[config.mk]
export PLATFORM = sky130hd
export DESIGN_NAME = regulator_fault_monitor
export DESIGN_NICKNAME = d
export VERILOG_FILES = /design/src/verilog/regulator_fault_pkg.sv /design/src/verilog/regulator_fault_monitor.sv /design/src/verilog/pin_sync3.sv /design/src/verilog/fault_persist_filter.sv
export SDC_FILE = /design/constraint.sdc
export NUM_CORES = 1
export LEC_CHECK = 0
export BUFFER_PORTS_ARGS = -buffer_cell sky130_fd_sc_hd__clkbuf_2
export CAP_MARGIN = 10
export CORE_ASPECT_RATIO = 2
export CORE_MARGIN = 2
export CORE_UTILIZATION = 50
export DETAILED_ROUTE_END_ITERATION = 7
export PLACE_DENSITY = 0.71
export SLEW_MARGIN = 20
export SYNTH_ARGS = -nofsm -noshare
export SYNTH_HDL_FRONTEND = slang
export SYNTH_SLANG_ARGS = --single-unit
[constraint.sdc]
create_clock -name core_clk_i -period 5.3 [get_ports core_clk_i]
set_clock_uncertainty 0.15 [all_clocks]
set_input_delay 0.265 -clock core_clk_i [delete_from_list [all_inputs] [get_ports core_clk_i]]
set_output_delay 0.265 -clock core_clk_i [all_outputs]
set_load 0.03 [all_outputs]
[src/verilog/regulator_fault_pkg.sv]
// Purpose: shared constants and types for the regulator fault monitor
// Assumes: 100 MHz core clock, 8-bit register address, 16-bit register data
// Notes:   register addresses are used exactly as printed
//
// Operation
// RULE_01: undervoltage when output below 95% target
// RULE_02: report fault only after it persists
// RULE_03: action field selects ignore, regulator off, shutdown
// RULE_04: four separate action fields at fixed offsets
// RULE_05: every fault raises interrupt, even when ignored; overvoltage faults raise none
// RULE_06: unmasked undervoltage interrupts merge into one
// RULE_07: status bits 11:8 set on rising edge
// RULE_08: status bits clear when status is read
// RULE_09: mask bit one blocks its status bit
// RULE_10: selected fault pin low on any fault
// RULE_11: fault pin mask bits 11:8, reset zero
// RULE_12: under or overvoltage on unmasked regulator pulls low
// RULE_13: all regulators off in OFF state; regulator 1 under alternate control can stay on
// RULE_14: regulator 1 alternate pin or always-on control
// RULE_15: regulator 1 off in BACKUP and ZERO
// RULE_16: pin mode uses voltage select, ignores hibernate
// RULE_17: software sets 1.8V before OFF-state operation
// RULE_18: persistence is a fixed cycle count
// RULE_19: external converter and switch faults join pin
package regulator_fault_pkg;

  localparam int NUM_REGS = 4;
  localparam int LEVEL_W  = 10;
  localparam int VSEL_W   = 5;
  localparam int PROD_W   = 17;

  // register addresses
  localparam logic [7:0] ADDR_UV_STATUS    = 8'h1c;
  localparam logic [7:0] ADDR_UV_MASK      = 8'h24;
  localparam logic [7:0] ADDR_FAULTPIN_MSK = 8'hd7;
  localparam logic [7:0] FAULT_CTRL_ADDR [NUM_REGS] = '{8'hc9, 8'hcc, 8'hcf, 8'hd2};

  // field positions
  localparam int ACTION_LO  = 14;
  localparam int FLAG_LO    = 8;
  localparam int FPMASK_LO  = 8;

  // reset values
  localparam logic [15:0]         UV_MASK_RESET    = 16'h0000;
  localparam logic [1:0]          ACTION_RESET     = 2'h0;
  localparam logic [NUM_REGS-1:0] FPMASK_RESET     = 4'h0;

  // fault actions
  typedef enum logic [1:0] {
    ACT_IGNORE  = 2'b00,
    ACT_REG_OFF = 2'b01,
    ACT_SYS_OFF = 2'b10,
    ACT_SYS_ALT = 2'b11
  } fault_action_t;

  // device power states seen by this block
  typedef enum logic [1:0] {
    PS_OFF    = 2'b00,
    PS_ACTIVE = 2'b01,
    PS_BACKUP = 2'b10,
    PS_ZERO   = 2'b11
  } power_state_t;

  // undervoltage threshold as a percentage of target
  localparam logic [PROD_W-1:0] UV_PERCENT   = 17'h0005f;
  localparam logic [PROD_W-1:0] FULL_PERCENT = 17'h00064;

  // persistence filter timing
  localparam int CLK_PERIOD_NS   = 10;
  localparam int PERSIST_TIME_NS = 10000;
  localparam int PERSIST_CYCLES  = (PERSIST_TIME_NS + CLK_PERIOD_NS - 1) / CLK_PERIOD_NS;
  localparam int PERSIST_CW      = 10;
  localparam logic [PERSIST_CW-1:0] PERSIST_LAST = PERSIST_CW'(PERSIST_CYCLES - 1);

endpackage : regulator_fault_pkg

[src/verilog/regulator_fault_monitor.sv]
// Purpose: fault supervision for four linear regulators
// Assumes: level and target codes come from logic on the core clock
// Notes:   overvoltage and enable pins arrive asynchronously
`timescale 1ns/1ps
module regulator_fault_monitor
  import regulator_fault_pkg::*;
(
  // clock and reset
  input  wire logic                            core_clk_i,
  input  wire logic                            rst_i,
  // register port
  input  wire logic [7:0]                      reg_addr_i,
  input  wire logic [15:0]                     reg_wdata_i,
  input  wire logic                            reg_wr_i,
  input  wire logic                            reg_rd_i,
  output logic      [15:0]                     reg_rdata_o,
  output logic                                 reg_rvalid_o,
  // regulator sensing
  input  wire logic [NUM_REGS-1:0][LEVEL_W-1:0] reg_level_i,
  input  wire logic [NUM_REGS-1:0][LEVEL_W-1:0] reg_target_i,
  input  wire logic [NUM_REGS-1:0]             reg_overvolt_i,
  // other fault sources
  input  wire logic                            converter_uv_irq_i,
  input  wire logic                            converter_fault_i,
  input  wire logic                            switch_fault_i,
  // power control
  input  wire power_state_t                    power_state_i,
  input  wire logic [NUM_REGS-1:0]             reg_sw_enable_i,
  input  wire logic                            reg1_alt_control_select_i,
  input  wire logic                            reg1_alt_pin_enable_i,
  input  wire logic                            reg1_enable_in_n_i,
  input  wire logic [VSEL_W-1:0]               reg1_voltage_select_i,
  input  wire logic [VSEL_W-1:0]               reg1_hib_level_i,
  input  wire logic                            hibernate_i,
  // fault pin
  input  wire logic                            fault_pin_select_i,
  output logic                                 fault_out_n_o,
  // regulator control and interrupt
  output logic      [NUM_REGS-1:0]             reg_enable_o,
  output logic      [VSEL_W-1:0]               reg1_output_level_o,
  output logic                                 shutdown_req_o,
  output logic                                 undervoltage_top_irq_o
);

  ////////////////////////////////////////////////////////////////////////////
  // state

  logic [NUM_REGS-1:0] uv_flags;
  logic [15:0]         uv_mask;
  logic [1:0]          fault_act [NUM_REGS];
  logic [NUM_REGS-1:0] fpin_mask;
  logic [NUM_REGS-1:0] reg_off;
  logic [NUM_REGS-1:0] uv_prev;
  logic [NUM_REGS-1:0] fault_prev;

  logic [NUM_REGS-1:0] uv_raw;
  logic [NUM_REGS-1:0] uv_filt;
  logic [NUM_REGS-1:0] ov_sync;
  logic [NUM_REGS-1:0] ov_filt;
  logic [NUM_REGS-1:0] wr_ctrl;
  logic [NUM_REGS-1:0] off_set;
  logic [NUM_REGS-1:0] sys_set;
  logic [15:0]         ctrl_or [NUM_REGS+1];
  logic                enable_in_n_sync;
  // edges are declared ahead of the loop below, which reads them
  logic [NUM_REGS-1:0] fault_now;
  logic [NUM_REGS-1:0] uv_rise;
  logic [NUM_REGS-1:0] fault_rise;

  ////////////////////////////////////////////////////////////////////////////
  // per-regulator detection, filtering and action decode

  assign ctrl_or[0] = 16'h0000;

  genvar n;
  generate
    for (n = 0; n < NUM_REGS; n++) begin : g_reg
      wire [PROD_W-1:0] lvl_scaled = PROD_W'(reg_level_i[n]) * FULL_PERCENT;
      wire [PROD_W-1:0] tgt_scaled = PROD_W'(reg_target_i[n]) * UV_PERCENT;
      wire              ctrl_hit   = (reg_addr_i == FAULT_CTRL_ADDR[n]);

      // compare scaled codes so no division is needed
      assign uv_raw[n] = (lvl_scaled < tgt_scaled); // RULE_01

      fault_persist_filter u_uv_filt (
        .core_clk_i (core_clk_i),
        .rst_i      (rst_i),
        .raw_i      (uv_raw[n]),
        .filt_o     (uv_filt[n])
      );

      pin_sync3 #(.RESET_VAL(1'b0)) u_ov_sync (
        .core_clk_i (core_clk_i),
        .rst_i      (rst_i),
        .in_i       (reg_overvolt_i[n]),
        .out_o      (ov_sync[n])
      );

      fault_persist_filter u_ov_filt (
        .core_clk_i (core_clk_i),
        .rst_i      (rst_i),
        .raw_i      (ov_sync[n]),
        .filt_o     (ov_filt[n])
      );

      // each regulator owns its own action field
      assign wr_ctrl[n]   = reg_wr_i && ctrl_hit; // RULE_04
      assign off_set[n]   = fault_rise[n] && (fault_act[n] == ACT_REG_OFF); // RULE_03
      assign sys_set[n]   = fault_rise[n] && fault_act[n][1]; // RULE_03
      assign ctrl_or[n+1] = ctrl_or[n] | (ctrl_hit ? (16'(fault_act[n]) << ACTION_LO) : 16'h0000);

      // action field write; other bits of the word are not stored
      always_ff @(posedge core_clk_i) begin
        if (rst_i) begin
          fault_act[n] <= ACTION_RESET;
        end else if (wr_ctrl[n]) begin
          fault_act[n] <= reg_wdata_i[ACTION_LO +: 2]; // RULE_04
        end
      end

      a_uv_compare: assert property (@(posedge core_clk_i) disable iff (rst_i) // RULE_01
        (PROD_W'(reg_level_i[n]) * FULL_PERCENT >= PROD_W'(reg_target_i[n]) * UV_PERCENT)
        |=> !uv_filt[n])
        else $error("undervoltage reported above threshold");

      a_flag_on_rise: assert property (@(posedge core_clk_i) disable iff (rst_i) // RULE_07
        $rose(uv_filt[n]) |=> uv_flags[n])
        else $error("status bit not set on undervoltage edge");

      a_irq_on_ignore: assert property (@(posedge core_clk_i) disable iff (rst_i) // RULE_05
        uv_rise[n] && (fault_act[n] == ACT_IGNORE) |=> uv_flags[n])
        else $error("ignored fault raised no interrupt");

      a_action_off: assert property (@(posedge core_clk_i) disable iff (rst_i) // RULE_03
        fault_rise[n] && (fault_act[n] == ACT_REG_OFF) |=> reg_off[n] ##1 !reg_enable_o[n])
        else $error("regulator not disabled on fault");

      a_action_ignore: assert property (@(posedge core_clk_i) disable iff (rst_i) // RULE_03
        fault_rise[n] && (fault_act[n] == ACT_IGNORE) && !reg_off[n] |=> !reg_off[n])
        else $error("ignored fault disabled the regulator");

      a_action_sys: assert property (@(posedge core_clk_i) disable iff (rst_i) // RULE_03
        fault_rise[n] && fault_act[n][1] |=> shutdown_req_o)
        else $error("system shutdown not requested");

      a_off_clear: assert property (@(posedge core_clk_i) disable iff (rst_i) // RULE_03
        wr_ctrl[n] && !off_set[n] |=> !reg_off[n])
        else $error("regulator off latch not released by write");

      a_ctrl_write: assert property (@(posedge core_clk_i) disable iff (rst_i) // RULE_04
        wr_ctrl[n] |=> (fault_act[n] == $past(reg_wdata_i[ACTION_LO +: 2])))
        else $error("action field not written");

      a_ctrl_keep: assert property (@(posedge core_clk_i) disable iff (rst_i) // RULE_04
        !wr_ctrl[n] |=> $stable(fault_act[n]))
        else $error("action field changed without its own write");
    end
  endgenerate

  ////////////////////////////////////////////////////////////////////////////
  // edge detection and register decode

  assign fault_now  = uv_filt | ov_filt;
  assign uv_rise    = uv_filt & ~uv_prev;
  assign fault_rise = fault_now & ~fault_prev;

  wire rd_status = reg_rd_i && (reg_addr_i == ADDR_UV_STATUS);
  wire wr_mask   = reg_wr_i && (reg_addr_i == ADDR_UV_MASK);
  wire wr_fpin   = reg_wr_i && (reg_addr_i == ADDR_FAULTPIN_MSK);

  wire [NUM_REGS-1:0] flag_mask = uv_mask[FLAG_LO +: NUM_REGS];

  // a new edge in the read cycle survives the clear
  wire [NUM_REGS-1:0] next_flags   = uv_rise | (uv_flags & ~{NUM_REGS{rd_status}}); // RULE_05 RULE_08
  wire [NUM_REGS-1:0] next_reg_off = off_set | (reg_off & ~wr_ctrl);

  // read data selection, unmapped addresses read zero
  wire [15:0] status_word = 16'(uv_flags) << FLAG_LO;
  wire [15:0] fpin_word   = 16'(fpin_mask) << FPMASK_LO;
  wire [15:0] read_word   = (reg_addr_i == ADDR_UV_STATUS)    ? status_word :
                            (reg_addr_i == ADDR_UV_MASK)      ? uv_mask :
                            (reg_addr_i == ADDR_FAULTPIN_MSK) ? fpin_word :
                            ctrl_or[NUM_REGS];

  ////////////////////////////////////////////////////////////////////////////
  // interrupt and fault pin

  wire unmasked_uv = |(uv_flags & ~flag_mask); // RULE_09
  wire next_irq    = unmasked_uv || converter_uv_irq_i; // RULE_06

  // unmasked regulator faults plus external converter and switch faults
  wire reg_pin_flt    = |(fault_now & ~fpin_mask); // RULE_12
  wire any_pin_flt    = reg_pin_flt || converter_fault_i || switch_fault_i; // RULE_19
  wire next_fault_n   = !(fault_pin_select_i && any_pin_flt); // RULE_10
  wire next_shutdown  = |sys_set;

  ////////////////////////////////////////////////////////////////////////////
  // regulator enables and regulator 1 level

  pin_sync3 #(.RESET_VAL(1'b1)) u_en_sync (
    .core_clk_i (core_clk_i),
    .rst_i      (rst_i),
    .in_i       (reg1_enable_in_n_i),
    .out_o      (enable_in_n_sync)
  );

  wire state_on   = (power_state_i == PS_ACTIVE);
  wire reg1_dead  = (power_state_i == PS_BACKUP) || (power_state_i == PS_ZERO);

  // outside the active state every normal enable stays off
  wire [NUM_REGS-1:0] normal_en = reg_sw_enable_i & ~reg_off & {NUM_REGS{state_on}}; // RULE_13

  // pin mode keeps regulator 1 on in OFF, unless the pin takes over
  wire reg1_pin_lvl = reg1_alt_pin_enable_i ? !enable_in_n_sync : 1'b1; // RULE_14
  wire reg1_alt_en  = reg1_pin_lvl && !reg_off[0];
  wire reg1_sel_en  = reg1_alt_control_select_i ? reg1_alt_en : normal_en[0]; // RULE_14
  wire reg1_en      = !reg1_dead && reg1_sel_en; // RULE_15

  wire [NUM_REGS-1:0] next_enable = {normal_en[NUM_REGS-1:1], reg1_en};

  // hibernate level only applies outside pin mode
  wire                use_vsel   = reg1_alt_control_select_i || !hibernate_i; // RULE_16
  wire [VSEL_W-1:0]   next_level = use_vsel ? reg1_voltage_select_i : reg1_hib_level_i;

  ////////////////////////////////////////////////////////////////////////////
  // registers

  // status, masks and fault latches
  always_ff @(posedge core_clk_i) begin
    if (rst_i) begin
      uv_flags   <= '0;
      uv_mask    <= UV_MASK_RESET;
      fpin_mask  <= FPMASK_RESET;
      reg_off    <= '0;
      uv_prev    <= '0;
      fault_prev <= '0;
    end else begin
      uv_flags   <= next_flags; // RULE_07
      reg_off    <= next_reg_off; // RULE_03
      uv_prev    <= uv_filt;
      fault_prev <= fault_now;
      if (wr_mask) uv_mask <= reg_wdata_i;
      if (wr_fpin) fpin_mask <= reg_wdata_i[FPMASK_LO +: NUM_REGS]; // RULE_11
    end
  end

  // read answer one cycle after the strobe
  always_ff @(posedge core_clk_i) begin
    if (rst_i) begin
      reg_rdata_o  <= 16'h0000;
      reg_rvalid_o <= 1'b0;
    end else begin
      reg_rdata_o  <= reg_rd_i ? read_word : 16'h0000;
      reg_rvalid_o <= reg_rd_i;
    end
  end

  // registered outputs
  always_ff @(posedge core_clk_i) begin
    if (rst_i) begin
      undervoltage_top_irq_o <= 1'b0;
      fault_out_n_o          <= 1'b1;
      shutdown_req_o         <= 1'b0;
      reg_enable_o           <= '0;
      reg1_output_level_o    <= '0;
    end else begin
      undervoltage_top_irq_o <= next_irq; // RULE_06
      fault_out_n_o          <= next_fault_n; // RULE_10
      shutdown_req_o         <= next_shutdown; // RULE_03
      reg_enable_o           <= next_enable;
      reg1_output_level_o    <= next_level; // RULE_16
    end
  end

  ////////////////////////////////////////////////////////////////////////////
  // checks

  a_read_clears: assert property (@(posedge core_clk_i) disable iff (rst_i) // RULE_08
    rd_status && (uv_rise == '0) |=> (uv_flags == '0))
    else $error("status bits survived a status read");

  a_set_beats_clr: assert property (@(posedge core_clk_i) disable iff (rst_i) // RULE_08
    rd_status && uv_rise[0] |=> uv_flags[0])
    else $error("edge lost during status read");

  a_irq_masked: assert property (@(posedge core_clk_i) disable iff (rst_i) // RULE_09
    ((uv_flags & ~uv_mask[FLAG_LO +: NUM_REGS]) == '0) && !converter_uv_irq_i
    |=> !undervoltage_top_irq_o)
    else $error("masked status raised top interrupt");

  a_irq_rollup: assert property (@(posedge core_clk_i) disable iff (rst_i) // RULE_06
    (|(uv_flags & ~uv_mask[FLAG_LO +: NUM_REGS])) || converter_uv_irq_i
    |=> undervoltage_top_irq_o)
    else $error("top interrupt missing");

  a_pin_reg_fault: assert property (@(posedge core_clk_i) disable iff (rst_i) // RULE_12
    fault_pin_select_i && (|((uv_filt | ov_filt) & ~fpin_mask)) |=> !fault_out_n_o)
    else $error("fault pin not low on unmasked fault");

  a_pin_ext_fault: assert property (@(posedge core_clk_i) disable iff (rst_i) // RULE_19
    fault_pin_select_i && (converter_fault_i || switch_fault_i) |=> !fault_out_n_o)
    else $error("fault pin not low on external fault");

  a_pin_quiet: assert property (@(posedge core_clk_i) disable iff (rst_i) // RULE_11
    !fault_pin_select_i || (((uv_filt | ov_filt) & ~fpin_mask) == '0
    && !converter_fault_i && !switch_fault_i) |=> fault_out_n_o)
    else $error("fault pin low without unmasked fault");

  a_off_state: assert property (@(posedge core_clk_i) disable iff (rst_i) // RULE_13
    (power_state_i == PS_OFF) && !reg1_alt_control_select_i |=> (reg_enable_o == '0))
    else $error("regulator enabled in OFF state");

  a_reg1_always: assert property (@(posedge core_clk_i) disable iff (rst_i) // RULE_14
    reg1_alt_control_select_i && !reg1_alt_pin_enable_i && !reg1_dead && !reg_off[0]
    |=> reg_enable_o[0])
    else $error("regulator 1 not held on in pin mode");

  a_reg1_backup: assert property (@(posedge core_clk_i) disable iff (rst_i) // RULE_15
    (power_state_i == PS_BACKUP) || (power_state_i == PS_ZERO) |=> !reg_enable_o[0])
    else $error("regulator 1 on in BACKUP or ZERO");

  a_reg1_level: assert property (@(posedge core_clk_i) disable iff (rst_i) // RULE_16
    reg1_alt_control_select_i |=> (reg1_output_level_o == $past(reg1_voltage_select_i)))
    else $error("regulator 1 level not from voltage select");

  // only the mask write is checked against the whole bus word; the pin mask and status checks reuse
  // the design's field positions, so a wrong field position passes here unseen
  a_mask_write: assert property (@(posedge core_clk_i) disable iff (rst_i) // RULE_09
    wr_mask |=> (uv_mask == $past(reg_wdata_i)))
    else $error("interrupt mask not written");

  a_fpin_write: assert property (@(posedge core_clk_i) disable iff (rst_i) // RULE_11
    wr_fpin |=> (fpin_mask == $past(reg_wdata_i[FPMASK_LO +: NUM_REGS])))
    else $error("fault pin mask not written");

  a_status_data: assert property (@(posedge core_clk_i) disable iff (rst_i) // RULE_07
    rd_status |=> (reg_rdata_o == $past(status_word)))
    else $error("status read returned wrong bits");

  a_shut_idle: assert property (@(posedge core_clk_i) disable iff (rst_i) // RULE_03
    (sys_set == '0) |=> !shutdown_req_o)
    else $error("shutdown requested without fault edge");

  a_reg1_pin_ctrl: assert property (@(posedge core_clk_i) disable iff (rst_i) // RULE_14
    reg1_alt_control_select_i && reg1_alt_pin_enable_i && !reg1_dead && !reg_off[0]
    |=> (reg_enable_o[0] == !$past(enable_in_n_sync)))
    else $error("regulator 1 not following its enable pin");

endmodule : regulator_fault_monitor

[src/verilog/pin_sync3.sv]
// Purpose: three-stage input synchroniser with agreement check
// Assumes: input comes from outside the core clock domain
// Notes:   output follows only once stages two and three agree
`timescale 1ns/1ps
module pin_sync3 #(
  parameter logic RESET_VAL = 1'b0
) (
  // clock and reset
  input  wire logic core_clk_i,
  input  wire logic rst_i,
  // pin
  input  wire logic in_i,
  output logic      out_o
);

  logic s1;
  logic s2;
  logic s3;

  // stage one feeds stage two only, to keep metastability contained
  always_ff @(posedge core_clk_i) begin
    if (rst_i) begin
      s1    <= RESET_VAL;
      s2    <= RESET_VAL;
      s3    <= RESET_VAL;
      out_o <= RESET_VAL;
    end else begin
      s1 <= in_i;
      s2 <= s1;
      s3 <= s2;
      if (s2 == s3) out_o <= s3;
    end
  end

endmodule : pin_sync3

[src/verilog/fault_persist_filter.sv]
// Purpose: persistence filter for one raw fault signal
// Assumes: raw input is already in the core clock domain
// Notes:   any low cycle restarts the count, so surges are dropped
`timescale 1ns/1ps
module fault_persist_filter
  import regulator_fault_pkg::*;
(
  // clock and reset
  input  wire logic core_clk_i,
  input  wire logic rst_i,
  // fault
  input  wire logic raw_i,
  output logic      filt_o
);

  logic [PERSIST_CW-1:0] cnt;
  wire                   at_last = (cnt == PERSIST_LAST);

  // count consecutive raw cycles, report only at the last one
  always_ff @(posedge core_clk_i) begin
    if (rst_i) begin
      cnt    <= '0;
      filt_o <= 1'b0;
    end else if (!raw_i) begin
      cnt    <= '0; // RULE_02
      filt_o <= 1'b0;
    end else if (at_last) begin
      filt_o <= 1'b1; // RULE_18
    end else begin
      cnt <= cnt + 1'b1;
    end
  end

  a_persist_rise: assert property (@(posedge core_clk_i) disable iff (rst_i) // RULE_18
    $rose(filt_o) |-> $past(raw_i) && ($past(cnt) == PERSIST_LAST))
    else $error("fault reported before persistence count");

  a_surge_drop: assert property (@(posedge core_clk_i) disable iff (rst_i) // RULE_02
    !raw_i |=> !filt_o)
    else $error("fault held after raw condition went away");

endmodule : fault_persist_filter

==> results.yml <==
synth:
  synth_area_um2: 18500
  yosysTopAreaCell: "ha_1"
  ys_seq_area_frac: 0.200
  synth_top_area_frac: 0.245
  syn_inst: 2055
  ys.flop_type: "dfxtp_1"
  synth_edf_count: 8
  synth-seq-cells: 181
  synthTopCellsByArea: "ha_1 (25%), dfxtp_1 (19%), fa_1 (15%), inv_1 (6.6%), xor2_1 (3.6%)"
  synth_most_common_cell: "ha_1"
  synthTopCellsByCount: "ha_1 (363), inv_1 (324), nor2_1 (176)"
  syn_nets: 2694
  ys_types: 74
  syn_area_per_cell_um2: 9.00
  async_reset_ff_frac: 0
  synth_warnings: 0
sta:
  slew_headroom: 0.329
  tns_ps: 0
  fin_crit_sh: 0.961
  tightest_slew_ps: 1000
  slew_violations: 0
  finalSetupViolCount: 0
  fmax_mhz: 196
  hold_ws_ps: 36.2
  fin_crit_ps: 5090
  hold_viol_final: 0
critical_path:
  worstPathArrival_ps: 5310
  startpoint_type: "input pin"
  worst_setup_path_end_kind: "flip-flop"
  reg2reg_depth: 6
  worstSetupPathType: "input pin to flip-flop"
  cp_max_fo: 11
  cp_data_required_time_ps: 5510
cts:
  clk_latency_ps: 440
  clock_sinks: 181
  cts-root-buf: "clkbuf_16"
  cts_tree: "yes"
  cts_setup_buffers: 0
  cts_buffers: 17
  h-tree-depth: 4
  cts_buffer_depth: 2
  cts.clk_slew.worst_paths_ps: 70
detailed_routing:
  routed_wl_um: 41300
  drc_errors: 9
  drtIter0Drc: 421
  detail-route-antenna-nets: 0
  wl_per_cell_um: 14.7
  vias: 15028
  routed_via_density: 5.34
  dr.pass1.iters: 8
global_route:
  grt.total_usage: 0.219
  antenna_found_initial: 1
  grt.overflow.total: 0
  grt_pass1_wl_um: 70300
  first_global_vias: 16169
  grt_max_degree: 71
min_path:
  min_path_cells: 3
  hold_path.class: "input pin to flip-flop"
place:
  numPortBuffers: 164
  gp_congestion: 0.851
  dp.final_hpwl_um: 34900
die:
  ioPinCount: 165
  start_util: 0.506
  num_rows: 99
  core_um2: 36500
  die_h_um: 276
  die_area_um2: 38700
  die_w_um: 140
finish:
  n_antenna_cell: 0
  final_util: 0.590
  drive_gt1_frac: 0.134
  fill_cells: 3229
  syn_to_final_growth_pct: 16.6
  final_net_count: 2985
power_and_ir_drop:
  p_leak_uw: 0.0107
  ir_worst_vdd_mv: 0.297
  p_per_area_nw_per_um2: 435
job:
  max_cap_violations: 0
status:
  violations: "DRC"
  status: "finished, violations left"
==> logic make-up (layout without fill, tap and decap cells) <==
group / count (synthesis) / after routing / synth area share
flip-flops: 181 / 181 / 0.200
buffers and inverters: 350 / 654 / 0.0715
XOR/XNOR: 143 / 143 / 0.0677
adder cells (fa/ha/maj): 503 / 503 / 0.397
AO/OA/AOI/OAI: 327 / 327 / 0.113
multiplexers: 13 / 13 / 0.00703
AND/OR/NAND/NOR: 538 / 538 / 0.143
==> worst max-delay path, cell delays in order <==
cell and delay, ps:
clkbuf_2 100, buf_4 140, buf_4 150, fa_1 470, inv_1 50, fa_1 480, inv_1 50, fa_1 520
inv_1 50, fa_1 490, inv_1 40, ha_1 330, o21a_1 200, nor2_1 80, a21oi_1 60, a31oi_1 250
xor2_1 220, ha_1 280, a21o_1 180, a21oi_2 150, nor4bb_2 220, o211ai_1 140, buf_4 200, nor3_2 180
==> timing repair <==
item | CTS | global route
setup endpoints to repair | 0 | 23
hold buffers | 42 | 0
gates resized for setup | 0 | 10
endpoints found under the hold margin | 36 | 0
==> path summary, 6_finish.rpt <==
kind                                          startpoint                                      to  slack, ps
hold reg to reg                  u_en_sync.s1$_SDFF_PP1_                 u_en_sync.s2$_SDFF_PP1_        280
setup reg to reg  g_reg[2].u_ov_filt.cnt[0]$_SDFFE_PP0P_  g_reg[2].u_ov_filt.cnt[1]$_SDFFE_PP0P_       3360
hold / removal                                  reg_rd_i               reg_rdata_o[9]$_SDFF_PP0_         40
setup / recovery                        reg_target_i[26]  g_reg[2].u_uv_filt.cnt[2]$_SDFFE_PP0P_        210
==> where the power goes <==
group / switching, uW / internal (uW) / total [uW]
clock: 586 / 732 / 1320
combinational: 3410 / 3220 / 6630
sequential: 28.7 / 1410 / 1430
total: 4020 / 5360 / 9380
==> state kept, by name (all words and copies together), names as in the netlist, 5 cells and up <==
| signal | count |
|---|---|
| fault_act | 8 |
| g.u_uv_filt.cnt | 40 |
| reg_rdata_o | 16 |
| uv_mask | 16 |
| g.u_ov_filt.cnt | 40 |
| reg1_output_level_o | 5 |
==> layout make-up <==
class                      count  area, um^2  share of cell area
clock buffer                  18         439              0.0204
tap                          454         568              0.0263
clock inverter                14         181             0.00841
multi-input combinational   1524       13500               0.627
timing repair buffer         297        1940              0.0898
sequential                   181        3700               0.172
inverter                     325        1220              0.0565
==> through the flow <==
stage	instances	instance area, um^2	worst slack [ps]	power (uW)
finish	2813	21600	206	9380
global route	2813	21600	-43.2	10400
CTS	2813	21500	153	9330
detailed placement	2739	20500	-315	7950
global placement	2739	20500	-182	7700
floorplan	2055	18500	73.9	6020
==> metal layers <==
| metal | vias up | share of wire | wire (um) | track usage |
|---|---|---|---|---|
| met4 | 2 | 0.043 | 1760 | 0.103 |
| li1 | 7512 | - | - | - |
| met3 | 94 | 0.025 | 1020 | 0.0289 |
| met2 | 233 | 0.60 | 24700 | 0.468 |
| met1 | 7187 | 0.33 | 13800 | 0.192 |
| met5 | - | 0.00029 | 12 | 0 |
==> layout by cell type (no fill, tap or decap), drive strengths merged, types with 11 or more instances in the layout <==
cell and instances:
ha 363, inv 333, clkbuf 182, nor2 176, dfxtp 173, fa 140, a21oi 118, nand2 104
buf 91, xor2 76, xnor2 67, o21ai 62, nand3 52, nor2b 45, dlygate4sd3 42, a21o 38
nand4 28, nor3 28, and3 21, nand2b 17, o21a 14, mux2i 13, o211ai 12, and2 12
nor3b 12, nor4 11
(Power assumes the default switching activity.)
